--- src/include/fcl_pkg.sv ---
package fcl_pkg;

  // timing
  localparam int unsigned CLK_HZ            = 100_000_000;
  localparam int unsigned STARTUP_UNIT_MS   = 1;
  localparam int unsigned STARTUP_UNIT_CYC  = CLK_HZ / 1000 * STARTUP_UNIT_MS;
  localparam logic [9:0]  PIN_HOLD_SLOW_CYC = 10'h300;

  // register indices; byte address is four times the index
  localparam logic [5:0] IDX_OSC    = 6'h02;
  localparam logic [5:0] IDX_TCD    = 6'h04;
  localparam logic [5:0] IDX_SYS0   = 6'h05;
  localparam logic [5:0] IDX_SYS1   = 6'h06;
  localparam logic [5:0] IDX_APP    = 6'h07;
  localparam logic [5:0] IDX_BOOT   = 6'h08;
  localparam logic [5:0] IDX_LOCK   = 6'h0a;
  localparam logic [5:0] IDX_STATUS = 6'h0b;

  // field positions and implemented-bit masks
  localparam int unsigned OSC_LOCK_BIT = 7;
  localparam int unsigned FREQ_LSB     = 0;
  localparam int unsigned CRC_LSB      = 6;
  localparam int unsigned PIN_LSB      = 2;
  localparam int unsigned EEPROM_KEEP_ON_ERASE_BIT   = 0;
  localparam int unsigned SUT_LSB      = 0;
  localparam logic [7:0]  OSC_MASK     = 8'h83;
  localparam logic [7:0]  SYS0_MASK    = 8'hcd;
  localparam logic [7:0]  SYS1_MASK    = 8'h07;

  // shadow values before the fuses are sampled
  localparam logic [7:0] OSC_RST  = 8'h02;
  localparam logic [7:0] SYS0_RST = 8'hc4;
  localparam logic [7:0] SYS1_RST = 8'h07;
  localparam logic [7:0] APP_RST  = 8'h00;
  localparam logic [7:0] BOOT_RST = 8'h00;
  localparam logic [7:0] LOCK_RST = 8'h00;

  // field codes
  localparam logic [1:0] FREQ_16M      = 2'h1;
  localparam logic [1:0] FREQ_20M      = 2'h2;
  localparam logic [1:0] CRC_FLASH     = 2'h0;
  localparam logic [1:0] CRC_BOOT      = 2'h1;
  localparam logic [1:0] CRC_BOOT_APP  = 2'h2;
  localparam logic [1:0] CRC_DISABLED  = 2'h3;
  localparam logic [1:0] PIN_GPIO      = 2'h0;
  localparam logic [1:0] PIN_DEBUG     = 2'h1;
  localparam logic [1:0] PIN_RESET     = 2'h2;
  localparam logic [7:0] OPEN_CODE     = 8'hc5;
  localparam logic [7:0] SECTION_ZERO  = 8'h00;
  localparam logic [16:0] FLASH_BYTES_DEFAULT = 17'h10000;

  // status register bits
  localparam int unsigned STS_LOADED   = 0;
  localparam int unsigned STS_LOCKED   = 1;
  localparam int unsigned STS_PIN_HOLD = 2;
  localparam int unsigned STS_STARTUP  = 3;
  localparam int unsigned STS_FREQ_RSV = 4;
  localparam int unsigned STS_POR      = 5;

  typedef enum logic [1:0] {
    FCL_ST_LOAD = 2'b01,
    FCL_ST_RUN  = 2'b10
  } fcl_state_t;

  typedef struct packed {
    logic [7:0] osc;
    logic [7:0] control_timer;
    logic [7:0] sys0;
    logic [7:0] sys1;
    logic [7:0] app;
    logic [7:0] boot;
    logic [7:0] lock;
  } fcl_fuse_t;

  typedef struct packed {
    logic [7:0] freq_trim;
    logic [7:0] temp_trim;
  } fcl_trim_t;

  typedef struct packed {
    logic        osc_cal_lock_fuse;
    logic [1:0]  osc_frequency_select;
    logic        run_20m;
    logic        freq_reserved;
    logic [7:0]  osc_frequency_trim;
    logic [7:0]  osc_temperature_trim;
    logic [7:0]  timer_fault_control;
    logic [3:0]  compare_out_enable;
    logic [3:0]  compare_default_level;
    logic        compare_force_default;
    logic [1:0]  crc_scan_source;
    logic        crc_scan_enable;
    logic [16:0] crc_scan_end;
    logic        pin_gpio;
    logic        pin_debug_port;
    logic        pin_reset_input;
    logic        pin_out_hold;
    logic        eeprom_erase_on_chip_erase;
    logic        device_locked;
    logic        debug_bus_deny;
    logic [16:0] boot_section_end;
    logic [16:0] app_section_end;
    logic        code_run;
  } fcl_cfg_t;

endpackage

--- src/fcl_fuse_loader.sv ---
// Our own choice: the Avalon-MM interface to the registers.
`timescale 1ns/1ps

// Contract
// - oscillator lock fuse drives calibration lock
// - frequency code 1 is 16MHz, 2 is 20MHz
// - selected frequency picks factory trim values
// - timer fuse bits copied to fault control
// - timer settings reload only on power-on reset
// - bits 4-7 enable compare outputs
// - bits 0-3 give compare default levels
// - crc source selects scanned flash region
// - pin field selects gpio, debug, reset
// - gpio driver held off 768 slow cycles
// - retention bit keeps eeprom on chip erase
// - locked device always erases eeprom
// - power-on start-up delay 0ms, then doubling 1-64ms
// - app end in 256-byte units
// - app end zero means flash end
// - boot end 256-byte units, zero whole flash
// - lock code 0xc5 open, else locked
// - locked debug port denied system bus
module fcl_fuse_loader #(
  parameter int unsigned       STARTUP_UNIT_CYCLES = fcl_pkg::STARTUP_UNIT_CYC,
  parameter logic [16:0]       FLASH_BYTES         = fcl_pkg::FLASH_BYTES_DEFAULT
) (
  // clock and reset
  input  wire logic             clk_i,
  input  wire logic             rst_b_i,
  // reset cause and fuse array
  input  wire logic             por_i,
  input  wire fcl_pkg::fcl_fuse_t fuse_i,
  input  wire fcl_pkg::fcl_trim_t cal_16m_i,
  input  wire fcl_pkg::fcl_trim_t cal_20m_i,
  // slow clock tick and debug entry
  input  wire logic             slow_tick_i,
  input  wire logic             debug_entry_i,
  input  wire logic             fault_on_debug_i,
  // avalon-mm slave
  input  wire logic [7:0]       avs_address_i,
  input  wire logic             avs_read_i,
  input  wire logic             avs_write_i,
  input  wire logic [31:0]      avs_writedata_i,
  input  wire logic [3:0]       avs_byteenable_i,
  output logic [31:0]           avs_readdata_o,
  output logic                  avs_waitrequest_o,
  // distributed configuration
  output fcl_pkg::fcl_cfg_t     cfg_o
);
  import fcl_pkg::*;

  typedef struct packed {
    fcl_state_t  state;
    fcl_fuse_t   sh;
    logic        por;
    logic        ack;
    logic        wait_n;
    logic [31:0] rdata;
    logic [9:0]  hold_cnt;
    logic        hold;
    logic [16:0] ms_div;
    logic [6:0]  ms_cnt;
    logic [6:0]  ms_target;
    logic        busy;
    fcl_cfg_t    cfg;
  } fcl_reg_t;

  fcl_reg_t st;
  fcl_reg_t next_st;
  fcl_reg_t rst_st;

  // word index of an aligned byte address, or all ones
  function automatic logic [5:0] fcl_index(input logic [7:0] addr);
    if (addr[1:0] == 2'h0) begin
      fcl_index = addr[7:2];
    end else begin
      fcl_index = 6'h3f;
    end
  endfunction

  function automatic logic [7:0] fcl_read(input fcl_reg_t s, input logic [5:0] idx);
    logic [7:0] sts;
    sts = 8'h00;
    sts[STS_LOADED]   = (s.state == FCL_ST_RUN);
    sts[STS_LOCKED]   = s.cfg.device_locked;
    sts[STS_PIN_HOLD] = s.hold;
    sts[STS_STARTUP]  = s.busy;
    sts[STS_FREQ_RSV] = s.cfg.freq_reserved;
    sts[STS_POR]      = s.por;
    case (idx)
      IDX_OSC:    fcl_read = s.sh.osc & OSC_MASK;
      IDX_TCD:    fcl_read = s.sh.control_timer;
      IDX_SYS0:   fcl_read = s.sh.sys0 & SYS0_MASK;
      IDX_SYS1:   fcl_read = s.sh.sys1 & SYS1_MASK;
      IDX_APP:    fcl_read = s.sh.app;
      IDX_BOOT:   fcl_read = s.sh.boot;
      IDX_LOCK:   fcl_read = s.sh.lock;
      IDX_STATUS: fcl_read = sts;
      default:    fcl_read = 8'h00;
    endcase
  endfunction

  // section boundary in bytes; zero means end of flash
  function automatic logic [16:0] fcl_bound(input logic [7:0] units);
    if (units == SECTION_ZERO) begin
      fcl_bound = FLASH_BYTES;
    end else begin
      fcl_bound = {1'b0, units, 8'h00};
    end
  endfunction

  always_comb begin
    logic [1:0] freq;
    logic [1:0] crc;
    logic [1:0] pin;
    logic [2:0] startup_delay_select;
    freq = 2'h0;
    crc = 2'h0;
    pin = 2'h0;
    startup_delay_select = 3'h0;

    // values taken under reset; timer settings survive non-power-on resets
    rst_st = '0;
    rst_st.state = FCL_ST_LOAD;
    rst_st.sh.osc = OSC_RST;
    rst_st.sh.sys0 = SYS0_RST;
    rst_st.sh.sys1 = SYS1_RST;
    rst_st.sh.app = APP_RST;
    rst_st.sh.boot = BOOT_RST;
    rst_st.sh.lock = LOCK_RST;
    rst_st.sh.control_timer = st.sh.control_timer;
    rst_st.cfg.timer_fault_control = st.cfg.timer_fault_control;
    rst_st.cfg.compare_out_enable = st.cfg.compare_out_enable;
    rst_st.cfg.compare_default_level = st.cfg.compare_default_level;
    rst_st.cfg.device_locked = 1'b1;
    rst_st.cfg.debug_bus_deny = 1'b1;
    rst_st.cfg.eeprom_erase_on_chip_erase = 1'b1;
    rst_st.wait_n = 1'b1;

    next_st = st;
    next_st.cfg.compare_force_default = 1'b0;

    case (st.state)
      FCL_ST_LOAD: begin
        // single sample of the fuse array after reset release
        next_st.sh.osc  = fuse_i.osc & OSC_MASK;
        next_st.sh.sys0 = fuse_i.sys0 & SYS0_MASK;
        next_st.sh.sys1 = fuse_i.sys1 & SYS1_MASK;
        next_st.sh.app  = fuse_i.app;
        next_st.sh.boot = fuse_i.boot;
        next_st.sh.lock = fuse_i.lock;
        next_st.por = por_i;
        if (por_i) begin
          next_st.sh.control_timer = fuse_i.control_timer;
          next_st.cfg.compare_force_default = 1'b1;
        end
        pin = fuse_i.sys0[PIN_LSB +: 2];
        next_st.hold = (pin == PIN_GPIO);
        next_st.hold_cnt = 10'h000;
        startup_delay_select = fuse_i.sys1[SUT_LSB +: 3];
        next_st.busy = por_i && (startup_delay_select != 3'h0);
        next_st.ms_target = (startup_delay_select == 3'h0) ? 7'h00 : 7'(7'h01 << (startup_delay_select - 3'h1));
        next_st.ms_cnt = 7'h00;
        next_st.ms_div = 17'h00000;
        next_st.state = FCL_ST_RUN;
      end
      FCL_ST_RUN: begin
        if (st.hold && slow_tick_i) begin
          if (st.hold_cnt == PIN_HOLD_SLOW_CYC - 10'h001) begin
            next_st.hold = 1'b0;
          end else begin
            next_st.hold_cnt = st.hold_cnt + 10'h001;
          end
        end
        if (st.busy) begin
          if (st.ms_div == 17'(STARTUP_UNIT_CYCLES - 1)) begin
            next_st.ms_div = 17'h00000;
            next_st.ms_cnt = st.ms_cnt + 7'h01;
            if (st.ms_cnt + 7'h01 == st.ms_target) begin
              next_st.busy = 1'b0;
            end
          end else begin
            next_st.ms_div = st.ms_div + 17'h00001;
          end
        end
        if (debug_entry_i && fault_on_debug_i) begin
          next_st.cfg.compare_force_default = 1'b1;
        end
      end
      default: begin
        next_st.state = FCL_ST_LOAD;
      end
    endcase

    // bus slave: request seen, answer one cycle later
    next_st.ack = 1'b0;
    if ((avs_read_i || avs_write_i) && !st.ack) begin
      next_st.ack = 1'b1;
      next_st.rdata = {24'h000000, fcl_read(st, fcl_index(avs_address_i))};
    end
    if (st.ack && avs_write_i && avs_byteenable_i[0] && fcl_index(avs_address_i) == IDX_LOCK) begin
      next_st.sh.lock = avs_writedata_i[7:0];
    end
    next_st.wait_n = !next_st.ack;

    // configuration handed to consumers
    freq = next_st.sh.osc[FREQ_LSB +: 2];
    next_st.cfg.osc_cal_lock_fuse = next_st.sh.osc[OSC_LOCK_BIT];
    next_st.cfg.osc_frequency_select = freq;
    next_st.cfg.run_20m = (freq != FREQ_16M);
    next_st.cfg.freq_reserved = (freq != FREQ_16M) && (freq != FREQ_20M);
    if (freq == FREQ_16M) begin
      next_st.cfg.osc_frequency_trim = cal_16m_i.freq_trim;
      next_st.cfg.osc_temperature_trim = cal_16m_i.temp_trim;
    end else begin
      next_st.cfg.osc_frequency_trim = cal_20m_i.freq_trim;
      next_st.cfg.osc_temperature_trim = cal_20m_i.temp_trim;
    end

    next_st.cfg.timer_fault_control = next_st.sh.control_timer;
    next_st.cfg.compare_out_enable = next_st.sh.control_timer[7:4];
    next_st.cfg.compare_default_level = next_st.sh.control_timer[3:0];

    crc = next_st.sh.sys0[CRC_LSB +: 2];
    next_st.cfg.crc_scan_source = crc;
    next_st.cfg.crc_scan_enable = (crc != CRC_DISABLED);
    next_st.cfg.boot_section_end = fcl_bound(next_st.sh.boot);
    next_st.cfg.app_section_end = fcl_bound(next_st.sh.app);
    case (crc)
      CRC_BOOT:     next_st.cfg.crc_scan_end = next_st.cfg.boot_section_end;
      CRC_BOOT_APP: next_st.cfg.crc_scan_end = next_st.cfg.app_section_end;
      default:      next_st.cfg.crc_scan_end = FLASH_BYTES;
    endcase

    pin = next_st.sh.sys0[PIN_LSB +: 2];
    next_st.cfg.pin_gpio = (pin == PIN_GPIO);
    next_st.cfg.pin_debug_port = (pin == PIN_DEBUG);
    next_st.cfg.pin_reset_input = (pin == PIN_RESET);
    next_st.cfg.pin_out_hold = next_st.hold;

    next_st.cfg.device_locked = (next_st.sh.lock != OPEN_CODE);
    next_st.cfg.debug_bus_deny = next_st.cfg.device_locked;
    next_st.cfg.eeprom_erase_on_chip_erase =
      !next_st.sh.sys0[EEPROM_KEEP_ON_ERASE_BIT] || next_st.cfg.device_locked;

    next_st.cfg.code_run = (next_st.state == FCL_ST_RUN) && !next_st.busy;
  end

  always_ff @(posedge clk_i) begin
    if (!rst_b_i) begin
      st <= rst_st;
    end else begin
      st <= next_st;
    end
  end

  assign avs_readdata_o = st.rdata;
  assign avs_waitrequest_o = st.wait_n;
  assign cfg_o = st.cfg;

endmodule

--- config.mk ---
export PLATFORM = sky130hd
export DESIGN_NAME = fcl_fuse_loader
export DESIGN_NICKNAME = d
export VERILOG_FILES = /design/src/include/fcl_pkg.sv /design/src/fcl_fuse_loader.sv
export SDC_FILE = /design/constraint.sdc
export NUM_CORES = 1
export LEC_CHECK = 0
export ABC_AREA = 1
export BUFFER_PORTS_ARGS = -buffer_cell sky130_fd_sc_hd__buf_4
export CORE_ASPECT_RATIO = 1.25
export CORE_UTILIZATION = 30
export DETAILED_ROUTE_END_ITERATION = 12
export PLACE_DENSITY = 0.5
export SLEW_MARGIN = 20
export SYNTH_ARGS = -nofsm -noshare
export SYNTH_HDL_FRONTEND = slang
export SYNTH_SLANG_ARGS = --single-unit
export TNS_END_PERCENT = 50
--- constraint.sdc ---
create_clock -name clk_i -period 3.1 [get_ports clk_i]
set_input_delay 0.31 -clock clk_i [delete_from_list [all_inputs] [get_ports clk_i]]
set_output_delay 0.31 -clock clk_i [all_outputs]
set_load 0.03 [all_outputs]
==> results by group <==
Clock tree
  • CTS clk-pin slew, worst paths: 70 ps
  • Clock latency on the worst-skew pair: 420 ps
  • H-tree Lvls: 4
  • Total CTS buffers: 17
  • PostCTS Resize Cnt: 0
  • CTS Buffer Depth: 2
  • CTS sink cnt: 155
  • CTS root buf: clkbuf_16
  • Post-CTS Hold Buffers: 0
  • Setup Fix Bufs, Post-CTS: 0
  • TritonCTS clock tree: done

Global route
  • GRT Util Overall: 0.162
  • First-pass GRT wire length: roughly 34 mm
  • Initial antenna violation count: 0
  • Overflow after GRT: 0
  • Largest net degree at the start of global routing: 48
  • Number of global-route vias before repair: 6555

Detailed routing
  • Number of vias per cell: about 4.4
  • Routed Antenna Nets: 0
  • Drt total wl: 21.2 mm
  • Detailed Route Iter0 Violations: ~320
  • DR pass1 iterations: 5
  • Via count: 6657
  • DRC viols: 0
  • Routed len/inst: 13.9 um

Yosys
  • Sequential area share after synthesis: 0.409
  • Ys async rst share: 0
  • Post-synth EDFFs: 8
  • Main flop type after synthesis: dfxtp_1
  • Synth Cell Area: about 0.008 mm2
  • Ys Warns: 0
  • Netlist cell types: between 40 and 50
  • Post-Synthesis Cells: 1073
  • Synth Area per Inst: roughly 7.3 um2
  • Number of synthesized register bits: 155

Timing
  • Hold Fails Final Rpt: 0
  • Final Worst Setup Slack: 480 ps
  • Final slew viol count: 0
  • Final setup vio count: 0
  • Post-Route Setup TNS: 0 ps
  • Max_slew headroom: 0.480
  • RSZ-0062 raised after global routing: no
  • Fmax: 0.382 GHz
  • Setup Skew: 9.68 ps
  • Fin crit period: roughly 2600 ps
  • Final period util: 0.845
  • Worst Tran Pin Value: 778 ps

Worst hold path
  • Worst Hold Class: in -> reg

Setup path
  • Setup crit start kind: flop
  • CP max stage delay: approximately 560 ps
  • Crit path DAT: 2940 ps
  • Worst-path cell chain: inv_1 -> ha_1 -> inv_4 -> nand2_1 -> nand2_1 -> ha_1 -> inv_1 -> nor2_1 -> nor2_1
  • CP Capture Type: flop
  • Worst Path Required: approximately 3400 ps
  • Slowest CP cell: ha_1
  • CP Class: reg -> reg
  • Maximum fanout along the worst path: 28

Floorplanning
  • Num rows: 65
  • DIE AREA: 0.0266 mm2
  • Core area: 0.0254 mm2
  • Starting Density: 0.307
  • Die Y: 182 um
  • DIE WIDTH: 146 um
  • I/O pin cnt: 273

Placed design
  • Worst slack, placed: about 420 ps
  • IO Port Bufs: 184
  • Post-DP HPWL: 16.3 mm
  • Post-placement cell area: between 0.008 and 0.009 mm2
  • GPL Wtd Cong: about 0.84

Final layout
  • Finished Cell Area: roughly 0.0093 mm2
  • Most frequent cells in the layout: 223 x nand2_1, 191 x buf_4, 159 x nor2_1, 147 x dfxtp_1, 85 x inv_1
  • Commonest non-fill, non-tap cell in the layout: nand2_1
  • Layout cell share with drive strength beyond 1: 0.219
  • Inserted Diodes: 0
  • Util after Layout: 0.365
  • Number of nets in the layout: about 1300
  • Fillcell total: between 2000 and 3000
  • Layout area overhead: 18.8%

Flow run
  • Reported max-cap violation count: 0

Pwr
  • VDD IR max: 0.000385 V
  • P_leak: 4.27 nW
  • Pwr Density: 817 mW/mm2

Status
  • Status: finished clean
through the flow:
step | total power, mW | hold WS (ps) | std cells
finish | 7.56 | 55.1 | 1520
global route | 8.05 | 29.3 | 1520
CTS | 7.65 | 39.1 | 1520
detailed placement | 5.62 | 441 | 1488
global placement | 5.63 | 434 | 1488
floorplan | 4.97 | 409 | 1120
power by group:
part | internal (mW) | switching (mW) | leakage [nW] | total (mW)
Sequential | 2.45 | 0.231 | 1.28 | 2.68
Clock | 1.06 | 0.943 | 0.260 | 2.00
Combinational | 0.905 | 1.98 | 2.73 | 2.88
registers in the layout, summed over array words and instances (netlist names):
name               cells
st                    81
avs_readdata_o         8
cfg_o                 65
avs_waitrequest_o      1
logic make-up after synthesis:
logic type | Yosys count | share of synthesized area
mux | 6 | 0.00771
other cells | 1 | 0.000481
fa+ha+maj | 10 | 0.0161
simple gates | 513 | 0.282
compound gates | 122 | 0.0845
buf+inv | 260 | 0.194
xor+xnor | 6 | 0.00675
flops | 155 | 0.409
final timing paths:
| path | start | end | slack (ps) | cells past startpoint |
|---|---|---|---|---|
| worst max register to register | st[235]$_SDFF_PN0_ | cfg_o[80]$_SDFF_PN0_ | 480 | 9 |
| worst max-delay path | st[235]$_SDFF_PN0_ | cfg_o[80]$_SDFF_PN0_ | 480 | 9 |
| worst min register to register | st[137]$_SDFFE_PN0P_ | st[137]$_SDFFE_PN0P_ | 450 | 2 |
| worst min-delay path | fuse_i[46] | cfg_o[77]$_DFFE_PP_ | 60 | 1 |
Yosys cell counts, drive strengths merged (2+ instances only):
cell      n  area share
a211oi    3      0.0029
a21oi    55       0.035
a31oi     2      0.0016
buf     148        0.14
clkbuf   10      0.0048
clkinv    5      0.0026
dfxtp   147        0.38
edfxtp    8       0.031
ha       10       0.016
inv      97       0.047
mux2i     6      0.0077
nand2   227        0.11
nand3    63       0.040
nand3b    2      0.0035
nand4    24       0.019
nor2    169       0.088
nor3     17       0.012
o21ai    48       0.032
o22ai     7      0.0056
o32ai     2      0.0022
or2       9      0.0072
xor2      5      0.0056
layout make-up:
type	count	area (um2)	share of cell area
timing repair buffer	191	1430	0.155
clock buffer	18	429	0.0464
inverter	102	387	0.0418
multi-input combinational	705	3280	0.354
tap	335	419	0.0453
sequential	155	3180	0.344
clock inverter	14	125	0.0135
worst max-delay path, delay by kind of cell, from the launching register on:
| kind | cells | cell delay (ps) |
|---|---|---|
| flops | 1 | 330 |
| buf+inv | 3 | 830 |
| simple gates | 4 | 460 |
| fa+ha+maj | 2 | 880 |
metal layers:
| layer | GRT usage | wire length, um | vias to the layer above |
|---|---|---|---|
| met4 | 0.0554 | 421 | 0 |
| met1 | 0.188 | 9080 | 2976 |
| met5 | 0 | 0 | - |
| met3 | 0.0403 | 1190 | 25 |
| li1 | - | - | 3446 |
| met2 | 0.288 | 10500 | 210 |
Power figures use the tool's default switching activity.
